===== src/rtl/cpe_regs.svh =====
// register map, field positions, reset values and scaling constants
// What this block does
// - current is shunt times calibration over 2048
// - power is current times bus over 20000
// - power step fixed at 25 current steps
// - current and power zero until calibrated
// - results refresh at the end of each averaging window unless setup is written in that cycle
// - bus voltage weight fixed 1.25 mV per step
// - bus voltage register top bit always zero
// - shunt voltage weight 2.5 uV per step
// - conversion times and averaging set independently
// - current per shunt sample, power per bus sample that finds the divider idle
// - average internally, load only final averages
`ifndef CPE_REGS_SVH
`define CPE_REGS_SVH

`define CPE_ADDR_SETUP 3'h0
`define CPE_ADDR_SHUNT 3'h1
`define CPE_ADDR_BUS 3'h2
`define CPE_ADDR_POWER 3'h3
`define CPE_ADDR_CURRENT 3'h4
`define CPE_ADDR_SCALE 3'h5

`define CPE_SETUP_RESET 16'h4127
`define CPE_SCALE_RESET 16'h0000
`define CPE_RESULT_RESET 16'h0000

// measurement_setup fields
`define CPE_AVG_MSB 11
`define CPE_AVG_LSB 9
`define CPE_BUSCT_MSB 8
`define CPE_BUSCT_LSB 6
`define CPE_SHCT_MSB 5
`define CPE_SHCT_LSB 3

// current scaling shift (divide by 2048) and power divisor
`define CPE_CURRENT_SHIFT 6'd11
`define CPE_POWER_DIVISOR 16'h4E20
`define CPE_BUS_MSB 15
`define CPE_POWER_SAT 16'hFFFF

`endif

===== src/rtl/cpe_pkg.sv =====
// shared types of the current and power engine
package cpe_pkg;
   typedef logic [2:0] cpe_addr_t;
   typedef logic [15:0] cpe_word_t;
endpackage : cpe_pkg


===== src/rtl/cpe_div_if.sv =====
// handshake between the engine and its serial divider
`timescale 1ns/1ps
interface cpe_div_if #(parameter int DW = 32, parameter int VW = 16);
   logic start;
   logic [DW-1:0] dividend;
   logic [VW-1:0] divisor;
   logic busy;
   logic done;
   logic [DW-1:0] quotient;
   modport master (output start, output dividend, output divisor,
                   input busy, input done, input quotient);
   modport slave (input start, input dividend, input divisor,
                  output busy, output done, output quotient);
endinterface : cpe_div_if


===== src/rtl/cpe_divider.sv =====
// unsigned restoring divider, one quotient bit per clock
`timescale 1ns/1ps
module cpe_divider #(
   parameter int DW = 32,
   parameter int VW = 16
) (
   input wire logic SYS_CLK,
   input wire logic RST,
   cpe_div_if.slave div
);
   logic [VW:0] rem_r;
   logic [DW-1:0] quo_r;
   logic [$clog2(DW+1)-1:0] cnt_r;
   logic busy_r;
   logic done_r;
   logic [VW:0] trial;
   logic [VW:0] rem_nxt;
   logic bit_nxt;

   // shift in next dividend bit and try a subtraction
   always_comb begin
      trial = {rem_r[VW-1:0], quo_r[DW-1]};
      bit_nxt = (trial >= {1'b0, div.divisor});
      rem_nxt = bit_nxt ? trial - {1'b0, div.divisor} : trial;
   end

   // iteration state; quotient truncates toward zero
   always_ff @(posedge SYS_CLK or posedge RST) begin
      if (RST) begin
         rem_r <= '0;
         quo_r <= '0;
         cnt_r <= '0;
         busy_r <= 1'b0;
         done_r <= 1'b0;
      end else begin
         done_r <= 1'b0;
         if (div.start && !busy_r) begin
            rem_r <= '0;
            quo_r <= div.dividend;
            cnt_r <= ($clog2(DW+1))'(DW);
            busy_r <= 1'b1;
         end else if (busy_r) begin
            rem_r <= rem_nxt;
            quo_r <= {quo_r[DW-2:0], bit_nxt};
            cnt_r <= cnt_r - 1'b1;
            if (cnt_r == 1) begin
               busy_r <= 1'b0;
               done_r <= 1'b1;
            end
         end
      end
   end

   assign div.busy = busy_r;
   assign div.done = done_r;
   assign div.quotient = quo_r;
endmodule : cpe_divider


===== src/rtl/cpe_engine.sv =====
// current and power arithmetic engine with its result registers
`timescale 1ns/1ps
`include "cpe_regs.svh"
module cpe_engine #(
   parameter int AVG_LOG2_MAX = 10,
   parameter int ACC_W = 27
) (
   input wire logic SYS_CLK,
   input wire logic RST,
   input wire logic [2:0] REG_ADDR,
   input wire logic [15:0] REG_WDATA,
   input wire logic REG_WR,
   input wire logic REG_RD,
   output logic [15:0] REG_RDATA,
   input wire logic [15:0] SHUNT_CODE,
   input wire logic SHUNT_VALID,
   input wire logic [15:0] SUPPLY_SENSE_CODE,
   input wire logic SUPPLY_SENSE_VALID,
   output logic [2:0] SHUNT_TIME_SEL,
   output logic [2:0] SUPPLY_TIME_SEL,
   output logic [2:0] AVG_COUNT_SEL,
   output logic RESULT_READY
);
   // accumulators must hold 2^AVG_LOG2_MAX signed 16-bit samples
   if (ACC_W < 17 + AVG_LOG2_MAX) begin : g_chk
      $error("cpe_engine: ACC_W too small for averaging depth");
   end

   localparam int PW = 40;

   cpe_pkg::cpe_word_t setup_r;
   cpe_pkg::cpe_word_t scale_r;
   cpe_pkg::cpe_word_t shunt_out_r;
   cpe_pkg::cpe_word_t bus_out_r;
   cpe_pkg::cpe_word_t power_out_r;
   cpe_pkg::cpe_word_t current_out_r;
   cpe_pkg::cpe_word_t rdata_r;
   logic signed [15:0] cur_now_r;
   logic signed [ACC_W-1:0] acc_shunt_r;
   logic signed [ACC_W-1:0] acc_cur_r;
   logic signed [ACC_W-1:0] acc_bus_r;
   logic signed [ACC_W-1:0] acc_pwr_r;
   logic [10:0] cnt_r;
   logic [10:0] cnt_nxt;
   logic ready_r;
   logic avg_end;
   logic restart;
   logic cal_zero;
   logic [3:0] avg_sh;
   logic signed [15:0] cur_calc;
   logic signed [PW-1:0] prod;
   logic [15:0] bus_code;
   logic [15:0] cur_mag;
   logic [15:0] pwr_val;

   cpe_div_if #(.DW(32), .VW(16)) div ();

   cpe_divider #(.DW(32), .VW(16)) u_div (
      .SYS_CLK(SYS_CLK),
      .RST(RST),
      .div(div.slave)
   );

   // averaging code to log2 of the sample count
   function automatic logic [3:0] avg_log2(input logic [2:0] code);
      case (code)
         3'h0: avg_log2 = 4'h0;
         3'h1: avg_log2 = 4'h2;
         3'h2: avg_log2 = 4'h4;
         3'h3: avg_log2 = 4'h6;
         3'h4: avg_log2 = 4'h7;
         3'h5: avg_log2 = 4'h8;
         3'h6: avg_log2 = 4'h9;
         default: avg_log2 = 4'hA;
      endcase
   endfunction : avg_log2

   // signed divide by a power of two, truncating toward zero
   function automatic logic signed [PW-1:0] shr_trunc(
      input logic signed [PW-1:0] v, input logic [5:0] sh);
      logic signed [PW-1:0] mag;
      mag = v[PW-1] ? -v : v;
      mag = mag >>> sh;
      shr_trunc = v[PW-1] ? -mag : mag;
   endfunction : shr_trunc

   // shunt code times calibration, divided by 2048
   always_comb begin
      prod = PW'($signed(SHUNT_CODE) * $signed({1'b0, scale_r}));
      cur_calc = 16'(shr_trunc(prod, `CPE_CURRENT_SHIFT));
   end

   assign cal_zero = (scale_r == `CPE_SCALE_RESET);
   assign avg_sh = avg_log2(setup_r[`CPE_AVG_MSB:`CPE_AVG_LSB]);
   assign bus_code = {1'b0, SUPPLY_SENSE_CODE[`CPE_BUS_MSB-1:0]};
   assign cur_mag = cur_now_r[15] ? 16'(-cur_now_r) : 16'(cur_now_r);
   assign restart = REG_WR && (REG_ADDR == `CPE_ADDR_SETUP);
   assign cnt_nxt = cnt_r + 11'h001;
   assign avg_end = div.done && (cnt_nxt == (11'h001 << avg_sh));

   // power magnitude saturates, step is 25 current steps
   assign pwr_val = cal_zero ? 16'h0000 :
      (div.quotient[31:16] != 16'h0000) ? `CPE_POWER_SAT :
      div.quotient[15:0];

   // power division request after each bus sample that finds the divider idle
   assign div.start = SUPPLY_SENSE_VALID && !div.busy;
   assign div.dividend = 32'(cur_mag * bus_code);
   assign div.divisor = `CPE_POWER_DIVISOR;

   // setup and calibration registers, software writable
   always_ff @(posedge SYS_CLK or posedge RST) begin
      if (RST) begin
         setup_r <= `CPE_SETUP_RESET;
         scale_r <= `CPE_SCALE_RESET;
      end else if (REG_WR) begin
         if (REG_ADDR == `CPE_ADDR_SETUP)
            setup_r <= REG_WDATA;
         if (REG_ADDR == `CPE_ADDR_SCALE)
            scale_r <= REG_WDATA;
      end
   end

   // most recent current, used by the next power step
   always_ff @(posedge SYS_CLK or posedge RST) begin
      if (RST) begin
         cur_now_r <= '0;
      end else if (SHUNT_VALID) begin
         cur_now_r <= cal_zero ? 16'sh0000 : cur_calc;
      end
   end

   // shunt and current sums over the averaging window
   always_ff @(posedge SYS_CLK or posedge RST) begin
      if (RST) begin
         acc_shunt_r <= '0;
         acc_cur_r <= '0;
      end else if (restart || avg_end) begin
         acc_shunt_r <= SHUNT_VALID ? ACC_W'($signed(SHUNT_CODE)) : '0;
         acc_cur_r <= (SHUNT_VALID && !cal_zero) ?
            ACC_W'(cur_calc) : '0;
      end else if (SHUNT_VALID) begin
         acc_shunt_r <= acc_shunt_r + ACC_W'($signed(SHUNT_CODE));
         acc_cur_r <= acc_cur_r +
            (cal_zero ? ACC_W'(0) : ACC_W'(cur_calc));
      end
   end

   // bus voltage sum, sampled with the power request
   always_ff @(posedge SYS_CLK or posedge RST) begin
      if (RST) begin
         acc_bus_r <= '0;
      end else if (restart || avg_end) begin
         acc_bus_r <= div.start ? ACC_W'({1'b0, bus_code}) : '0;
      end else if (div.start) begin
         acc_bus_r <= acc_bus_r + ACC_W'({1'b0, bus_code});
      end
   end

   // power sum and sample count; window closes on last power
   always_ff @(posedge SYS_CLK or posedge RST) begin
      if (RST) begin
         acc_pwr_r <= '0;
         cnt_r <= '0;
      end else if (restart || avg_end) begin
         acc_pwr_r <= '0;
         cnt_r <= '0;
      end else if (div.done) begin
         acc_pwr_r <= acc_pwr_r + ACC_W'({1'b0, pwr_val});
         cnt_r <= cnt_nxt;
      end
   end

   // load averages into output registers at window end
   always_ff @(posedge SYS_CLK or posedge RST) begin
      if (RST) begin
         shunt_out_r <= `CPE_RESULT_RESET;
         bus_out_r <= `CPE_RESULT_RESET;
         current_out_r <= `CPE_RESULT_RESET;
         power_out_r <= `CPE_RESULT_RESET;
         ready_r <= 1'b0;
      end else begin
         ready_r <= avg_end && !restart;
         if (avg_end && !restart) begin
            shunt_out_r <= 16'(shr_trunc(PW'(acc_shunt_r),
               6'(avg_sh)));
            bus_out_r <= 16'(shr_trunc(PW'(acc_bus_r),
               6'(avg_sh))) & 16'h7FFF;
            current_out_r <= cal_zero ? 16'h0000 :
               16'(shr_trunc(PW'(acc_cur_r), 6'(avg_sh)));
            power_out_r <= cal_zero ? 16'h0000 :
               16'(shr_trunc(PW'(acc_pwr_r + ACC_W'({1'b0, pwr_val})),
               6'(avg_sh)));
         end
      end
   end

   // register read port, data one clock after the strobe
   always_ff @(posedge SYS_CLK or posedge RST) begin
      if (RST) begin
         rdata_r <= '0;
      end else if (REG_RD) begin
         case (REG_ADDR)
            `CPE_ADDR_SETUP: rdata_r <= setup_r;
            `CPE_ADDR_SHUNT: rdata_r <= shunt_out_r;
            `CPE_ADDR_BUS: rdata_r <= bus_out_r;
            `CPE_ADDR_POWER: rdata_r <= power_out_r;
            `CPE_ADDR_CURRENT: rdata_r <= current_out_r;
            `CPE_ADDR_SCALE: rdata_r <= scale_r;
            default: rdata_r <= '0; // unmapped
         endcase
      end
   end

   assign REG_RDATA = rdata_r;
   assign SHUNT_TIME_SEL = setup_r[`CPE_SHCT_MSB:`CPE_SHCT_LSB];
   assign SUPPLY_TIME_SEL = setup_r[`CPE_BUSCT_MSB:`CPE_BUSCT_LSB];
   assign AVG_COUNT_SEL = setup_r[`CPE_AVG_MSB:`CPE_AVG_LSB];
   assign RESULT_READY = ready_r;
endmodule : cpe_engine


===== config.mk =====
export PLATFORM = sky130hd
export DESIGN_NAME = cpe_engine
export DESIGN_NICKNAME = d
export VERILOG_FILES = /design/src/rtl/cpe_pkg.sv /design/src/rtl/cpe_div_if.sv /design/src/rtl/cpe_divider.sv /design/src/rtl/cpe_engine.sv
export VERILOG_INCLUDE_DIRS = /design/src /design/src/rtl
export SDC_FILE = /design/constraint.sdc
export NUM_CORES = 2
export LEC_CHECK = 0
export ABC_AREA = 1
export BUFFER_PORTS_ARGS = -buffer_cell sky130_fd_sc_hd__buf_4
export CAP_MARGIN = 20
export CORE_MARGIN = 4
export CORE_UTILIZATION = 66
export DETAILED_ROUTE_END_ITERATION = 16
export PLACE_DENSITY = 0.88
export SKIP_CTS_REPAIR_TIMING = 1
export SLEW_MARGIN = 0
export SYNTH_ARGS = -nofsm -noshare
export SYNTH_HDL_FRONTEND = slang
export SYNTH_SLANG_ARGS = --single-unit

===== constraint.sdc =====
create_clock -name SYS_CLK -period 13 [get_ports SYS_CLK]
set_clock_uncertainty 0.1 [all_clocks]
set_input_delay 2.6 -clock SYS_CLK [delete_from_list [all_inputs] [get_ports SYS_CLK]]
set_output_delay 2.6 -clock SYS_CLK [all_outputs]
set_load 0.02 [all_outputs]

# Word-level counts from Yosys, hierarchy flattened
# Cells that the tools add are included.
# word_totals
ff_bits	303
in_bits	57
output_inout_bits	26
# classes
addsub	19
mul	2
n_lt_le_gt_ge	1
eq_ne	13
n_shift	5
n_mux	45
reduce_logical	20
# op_table
cell	count
27-bit two-way mux	12
16-bit two-way mux	13
40-bit two-way mux	4
27-bit negation with 40-bit output	3
40-bit by 4-bit >>> shifter with 16-bit output	3
16-bit one-hot mux with 6 select lines	1
16-bit negation	5
32-bit two-way mux	2
27-bit by 16-bit adder with 27-bit output	2
28-bit negation with 40-bit output	1
40-bit by 4-bit >>> shifter with 15-bit output	1
16-bit by 17-bit multiplier with 33-bit output	1
16-bit by 15-bit multiplier with 31-bit output	1
15-bit two-way mux	2
27-bit by 16-bit adder with 28-bit output	1
4-bit one-hot mux with 7 select lines	1
27-bit by 15-bit adder with 27-bit output	1
27-bit adder	1
27-bit negation	1
11-bit two-way mux	2
17-bit by 15-bit >= comparator with 1-bit output (second input constant)	1
16-bit zero test	1
16-bit nonzero test	1
16-bit by 15-bit subtractor with 16-bit output (second input constant)	1
other kinds (17)	43

# Longest topological paths before layout
# depth
ltp_word	10
ltp_mapped	57
mapped_depth_nobuf	55

# Cells and area by module
# Synthesis repeated with hierarchy kept, for this count alone.
# hier_totals
hier_cells	5987
hier_area_um2	41946.5
# modules_own_cells
mod	instances	cells_per_inst	area_per_inst_um2	seq_area_each_um2
cpe_engine	1	5469	38261.7	6188.4
cpe_divider	1	518	3684.8	1401.3

# Worst setup path after synthesis
# OpenSTA, ideal clock, no wires.
# synth_timing
path_type	input to register
from	in SHUNT_CODE[9]
to	reg acc_cur_r[23]
setup_ps	77
arrival_ps	10698
t_required_ps	12823
slack_ps	2125
cell_stages	54
n_path_buf	2
path_cell_list	clkbuf_1 > clkbuf_1 > nand2_1 > fa_1 > inv_1 > fa_1 > inv_1 > fa_1 > inv_1 > fa_1 > fa_1 > inv_1 > fa_1 > inv_1 > ha_1 > nand2_1 > inv_1 > nand2_1 > (+18 left out) > nand3_1 > nand2_1 > nand3_1 > nand2_1 > nand3_1 > nand2_1 > nand3_1 > nand2_1 > nand2_1 > o21ai_0 > nand3_1 > nor2_1 > nand2_1 > nand2_1 > nand2_1 > nand3_1 > nand3_1 > a21oi_1
# synth_between
elab_chain_len	9
word_cells_on_any_way	10
# synth_rtl
item	line	source
start, declared	cpe_engine.sv:15	input wire logic [15:0] SHUNT_CODE,
16-bit by 17-bit multiplier with 33-bit output (*)	cpe_engine.sv:89	prod = PW'($signed(SHUNT_CODE) * $signed({1'b0, scale_r}));
27-bit negation	cpe_engine.sv:82	mag = v[PW-1] ? -v : v;
27-bit two-way mux	cpe_engine.sv:82	
16-bit negation	cpe_engine.sv:84	shr_trunc = v[PW-1] ? -mag : mag;
16-bit two-way mux (*)	cpe_engine.sv:84	
27-bit two-way mux	cpe_engine.sv:145	(cal_zero ? ACC_W'(0) : ACC_W'(cur_calc));
27-bit adder	cpe_engine.sv:144	acc_cur_r <= acc_cur_r +
27-bit two-way mux	cpe_engine.sv:142	end else if (SHUNT_VALID) begin
27-bit two-way mux (*)	cpe_engine.sv:138	end else if (restart || avg_end) begin
end signal, assigned	cpe_engine.sv:140	acc_cur_r <= (SHUNT_VALID && !cal_zero) ?
end signal, assigned	cpe_engine.sv:144	
end, declared	cpe_engine.sv:40	logic signed [ACC_W-1:0] acc_cur_r;
# Mark *: on every way between the ends. The rest lies on a longest branch, timed or not. The select of a mux whose other input is x is not followed.
# A chain may end at the register's enable or synchronous reset.

# Final worst setup path
# layout_timing
from	in SHUNT_CODE[15]
to	reg acc_cur_r[25]
# The elaborated chain is that of the path after synthesis.

==> results by group <==
STA
  • Actual slew at the worst max-slew pin: 1.08 ns
  • Total negative setup slack: 0 ns
  • Final-report max-slew violation count: 0
  • Final cycle utilization of the critical path: 0.904
  • Final hold vios: 0
  • Min Tclk post-route: roughly 12 ns
  • FMAX: between 80 and 90 MHz
  • RSZ-0062 raised after global routing: no
  • Max-slew headroom: 0.278
  • Setup violators final: 0

Place
  • Dpl hpwl: roughly 86 mm
  • RePlAce Congestion: roughly 0.98
  • I/O Buffers: 81

Synth
  • Yosys cell types: 65
  • Syn Nets: about 6600
  • Top post-synthesis cells by count: 1455 x nand2_1, 1046 x inv_1, 479 x o21ai_0
  • Post-Syn Instances: a little under 6000
  • Post-Syn Area: ~41000 µm²
  • Yosys warns: 0
  • Leading area contributor after synthesis: fa_1
  • #FFs+latches synth: slightly above 300
  • Asr flop ratio synth: 1.00
  • Number of enable flip-flop cells after synthesis: 0
  • Mean Syn Cell Area: slightly above 7 µm²
  • Yosys top cell area share: 0.185
  • Most area-consuming cells after synthesis: fa_1 18%, dfrtp_1 18%, nand2_1 13%
  • Sequential area share after synthesis: 0.185
  • Top-count cell post-synth: nand2_1
  • Most used DFF post-synth: dfrtp_1

Setup path
  • Worst Path Arrival: roughly 12 ns
  • Critical path type: input pin to register
  • R2R Path Start: scale_r[0]
  • Worst Path Required: between 10 and 15 ns
  • Critical Path Source: SHUNT_CODE[15]
  • FF-to-FF setup slack: 2.79 ns
  • Worst path max stage delay: a little under 0.6 ns
  • Crit path max fanout: 36
  • CP max-delay cell: fa_1
  • Worst setup SP type: input pin
  • Critical path's most frequent cell: nand2_1
  • Crit end category: register

Flow run
  • MaxCap Viol Count: 0

Clock network
  • Clock Tree Root: clkbuf_16
  • Worst-path clk slew: roughly 0.060 ns
  • CTS Buffer Depth: 3
  • Htree depth: 2
  • Cts bufs inserted: 36
  • CTS tree: yes
  • Number of clock sinks: roughly 300
  • Clock Latency Late Sink: between 0.5 and 0.6 ns

Drt
  • Average wire per standard cell: ~17 µm
  • Routed wire length: roughly 110 mm
  • Via count: 38700
  • Pre-Repair DR Iteration Count: 8
  • Initial detailed-routing violation count: 4462
  • # DRC: 0
  • ANT nets after route: 0
  • Vias per Instance: roughly 6

GRT
  • Global route overflow: 0
  • First-pass GRT wire length: 190 mm
  • Vias in the first global route: 38000
  • Initial antenna violation count: 0
  • GRT Total Usage: 0.345
  • Largest net degree at the start of global routing: between 100 and 150

Floorplanning
  • Starting density of the core: 0.664
  • Die ar.: 66100 µm²
  • Core box area: 61600 µm²
  • I/O pin count: 83
  • # rows: 91
  • Die Ht: between 200 and 300 µm
  • Die width: approximately 260 µm

Final layout
  • Register area: 7590 µm²
  • Share of layout cells above drive strength 1: 0.0522
  • P&R area growth vs syn: 4.82%
  • Multi-input gate area: ~28000 µm²
  • N_diodes: 0
  • Filler instances: just under 5000
  • Nets: between 6000 and 7000
  • Final Core Density: 0.696

Hold path
  • Hold crit path type: register to register
  • Hold Path Origin: acc_pwr_r[5]

Outcome
  • Status: finished clean
==> path summary, 6_finish.rpt <==
kind | cells after the start | to
worst min-delay path | 2 | acc_pwr_r[5]
max in group asynchronous | 3 | u_div.rem_r[0]
worst max register to register | 45 | acc_cur_r[25]
worst min register to register | 2 | acc_pwr_r[5]
min in group asynchronous | 2 | scale_r[12]
worst max-delay path | 50 | acc_cur_r[25]
==> area by class of cell <==
class | count | share of cell area
Clock buffer | 52 | 0.0238
Clock inverter | 10 | 0.00169
Inverter | 1079 | 0.0946
Multi-Input combinational cell | 4167 | 0.658
Sequential cell | 303 | 0.177
Tap cell | 837 | 0.0244
Timing Repair Buffer | 114 | 0.0201
==> per-stage QoR <==
| stage | instances | instance area [µm²] | setup WS (ns) | hold slack (ns) |
|---|---|---|---|---|
| 2_1_floorplan | 5814 | 40900 | 1.94 | 0.332 |
| 6_report | 6562 | 42900 | 1.24 | 0.380 |
| 5_1_grt | 6562 | 42900 | 0.466 | 0.391 |
| 3_3_place_gp | 6499 | 41800 | 0.922 | 0.355 |
| 4_1_cts | 6561 | 42900 | 1.35 | 0.380 |
| 3_5_place_dp | 6499 | 41800 | 0.818 | 0.367 |
==> state kept, by name (all words and copies together) (netlist names), 27 cells and up <==
name / flops
acc_bus_r: 27
acc_cur_r: 27
acc_pwr_r: 27
acc_shunt_r: 27
u_div.div.quotient: 32
==> worst max-delay path: cells and delay by family <==
| kind | cells | cell delay [ns] |
|---|---|---|
| buf+inv | 8 | 1.10 |
| simple gates | 27 | 3.05 |
| compound gates | 6 | 1.13 |
| fa+ha+maj | 9 | 4.13 |
==> layout by cell type (no fill, tap or decap), drive strengths merged, types with 38 or more instances in the layout <==
cell    instances
nand2        1480
inv          1072
o21ai         496
nor2          401
fa            378
ha            301
dfrtp         297
a21oi         239
nand3         236
xor2          154
buf           114
nor3           58
nand4          57
o22ai          52
clkbuf         52
or2            42
a22oi          40
o211ai         38
==> cells by family after synthesis <==
kind of cell | share of synthesized area
flip-flops | 0.185
AND/OR/NAND/NOR | 0.236
adder cells (fa/ha/maj) | 0.277
buffers and inverters | 0.125
XOR/XNOR | 0.0370
AO/OA/AOI/OAI | 0.134
multiplexers | 0.00538
==> routing by layer <==
| layer | track usage | vias up | share of wire |
|---|---|---|---|
| met1 | 0.483 | 18200 | 0.41 |
| met4 | 0.121 | 0 | 0.037 |
| li1 | - | 18100 | - |
| met3 | 0.0644 | 301 | 0.11 |
| met2 | 0.542 | 2157 | 0.44 |
| met5 | 0 | - | 0 |
Power is not shown: default switching activity piles up to over one toggle a cycle in this logic, so the estimate is an artifact.
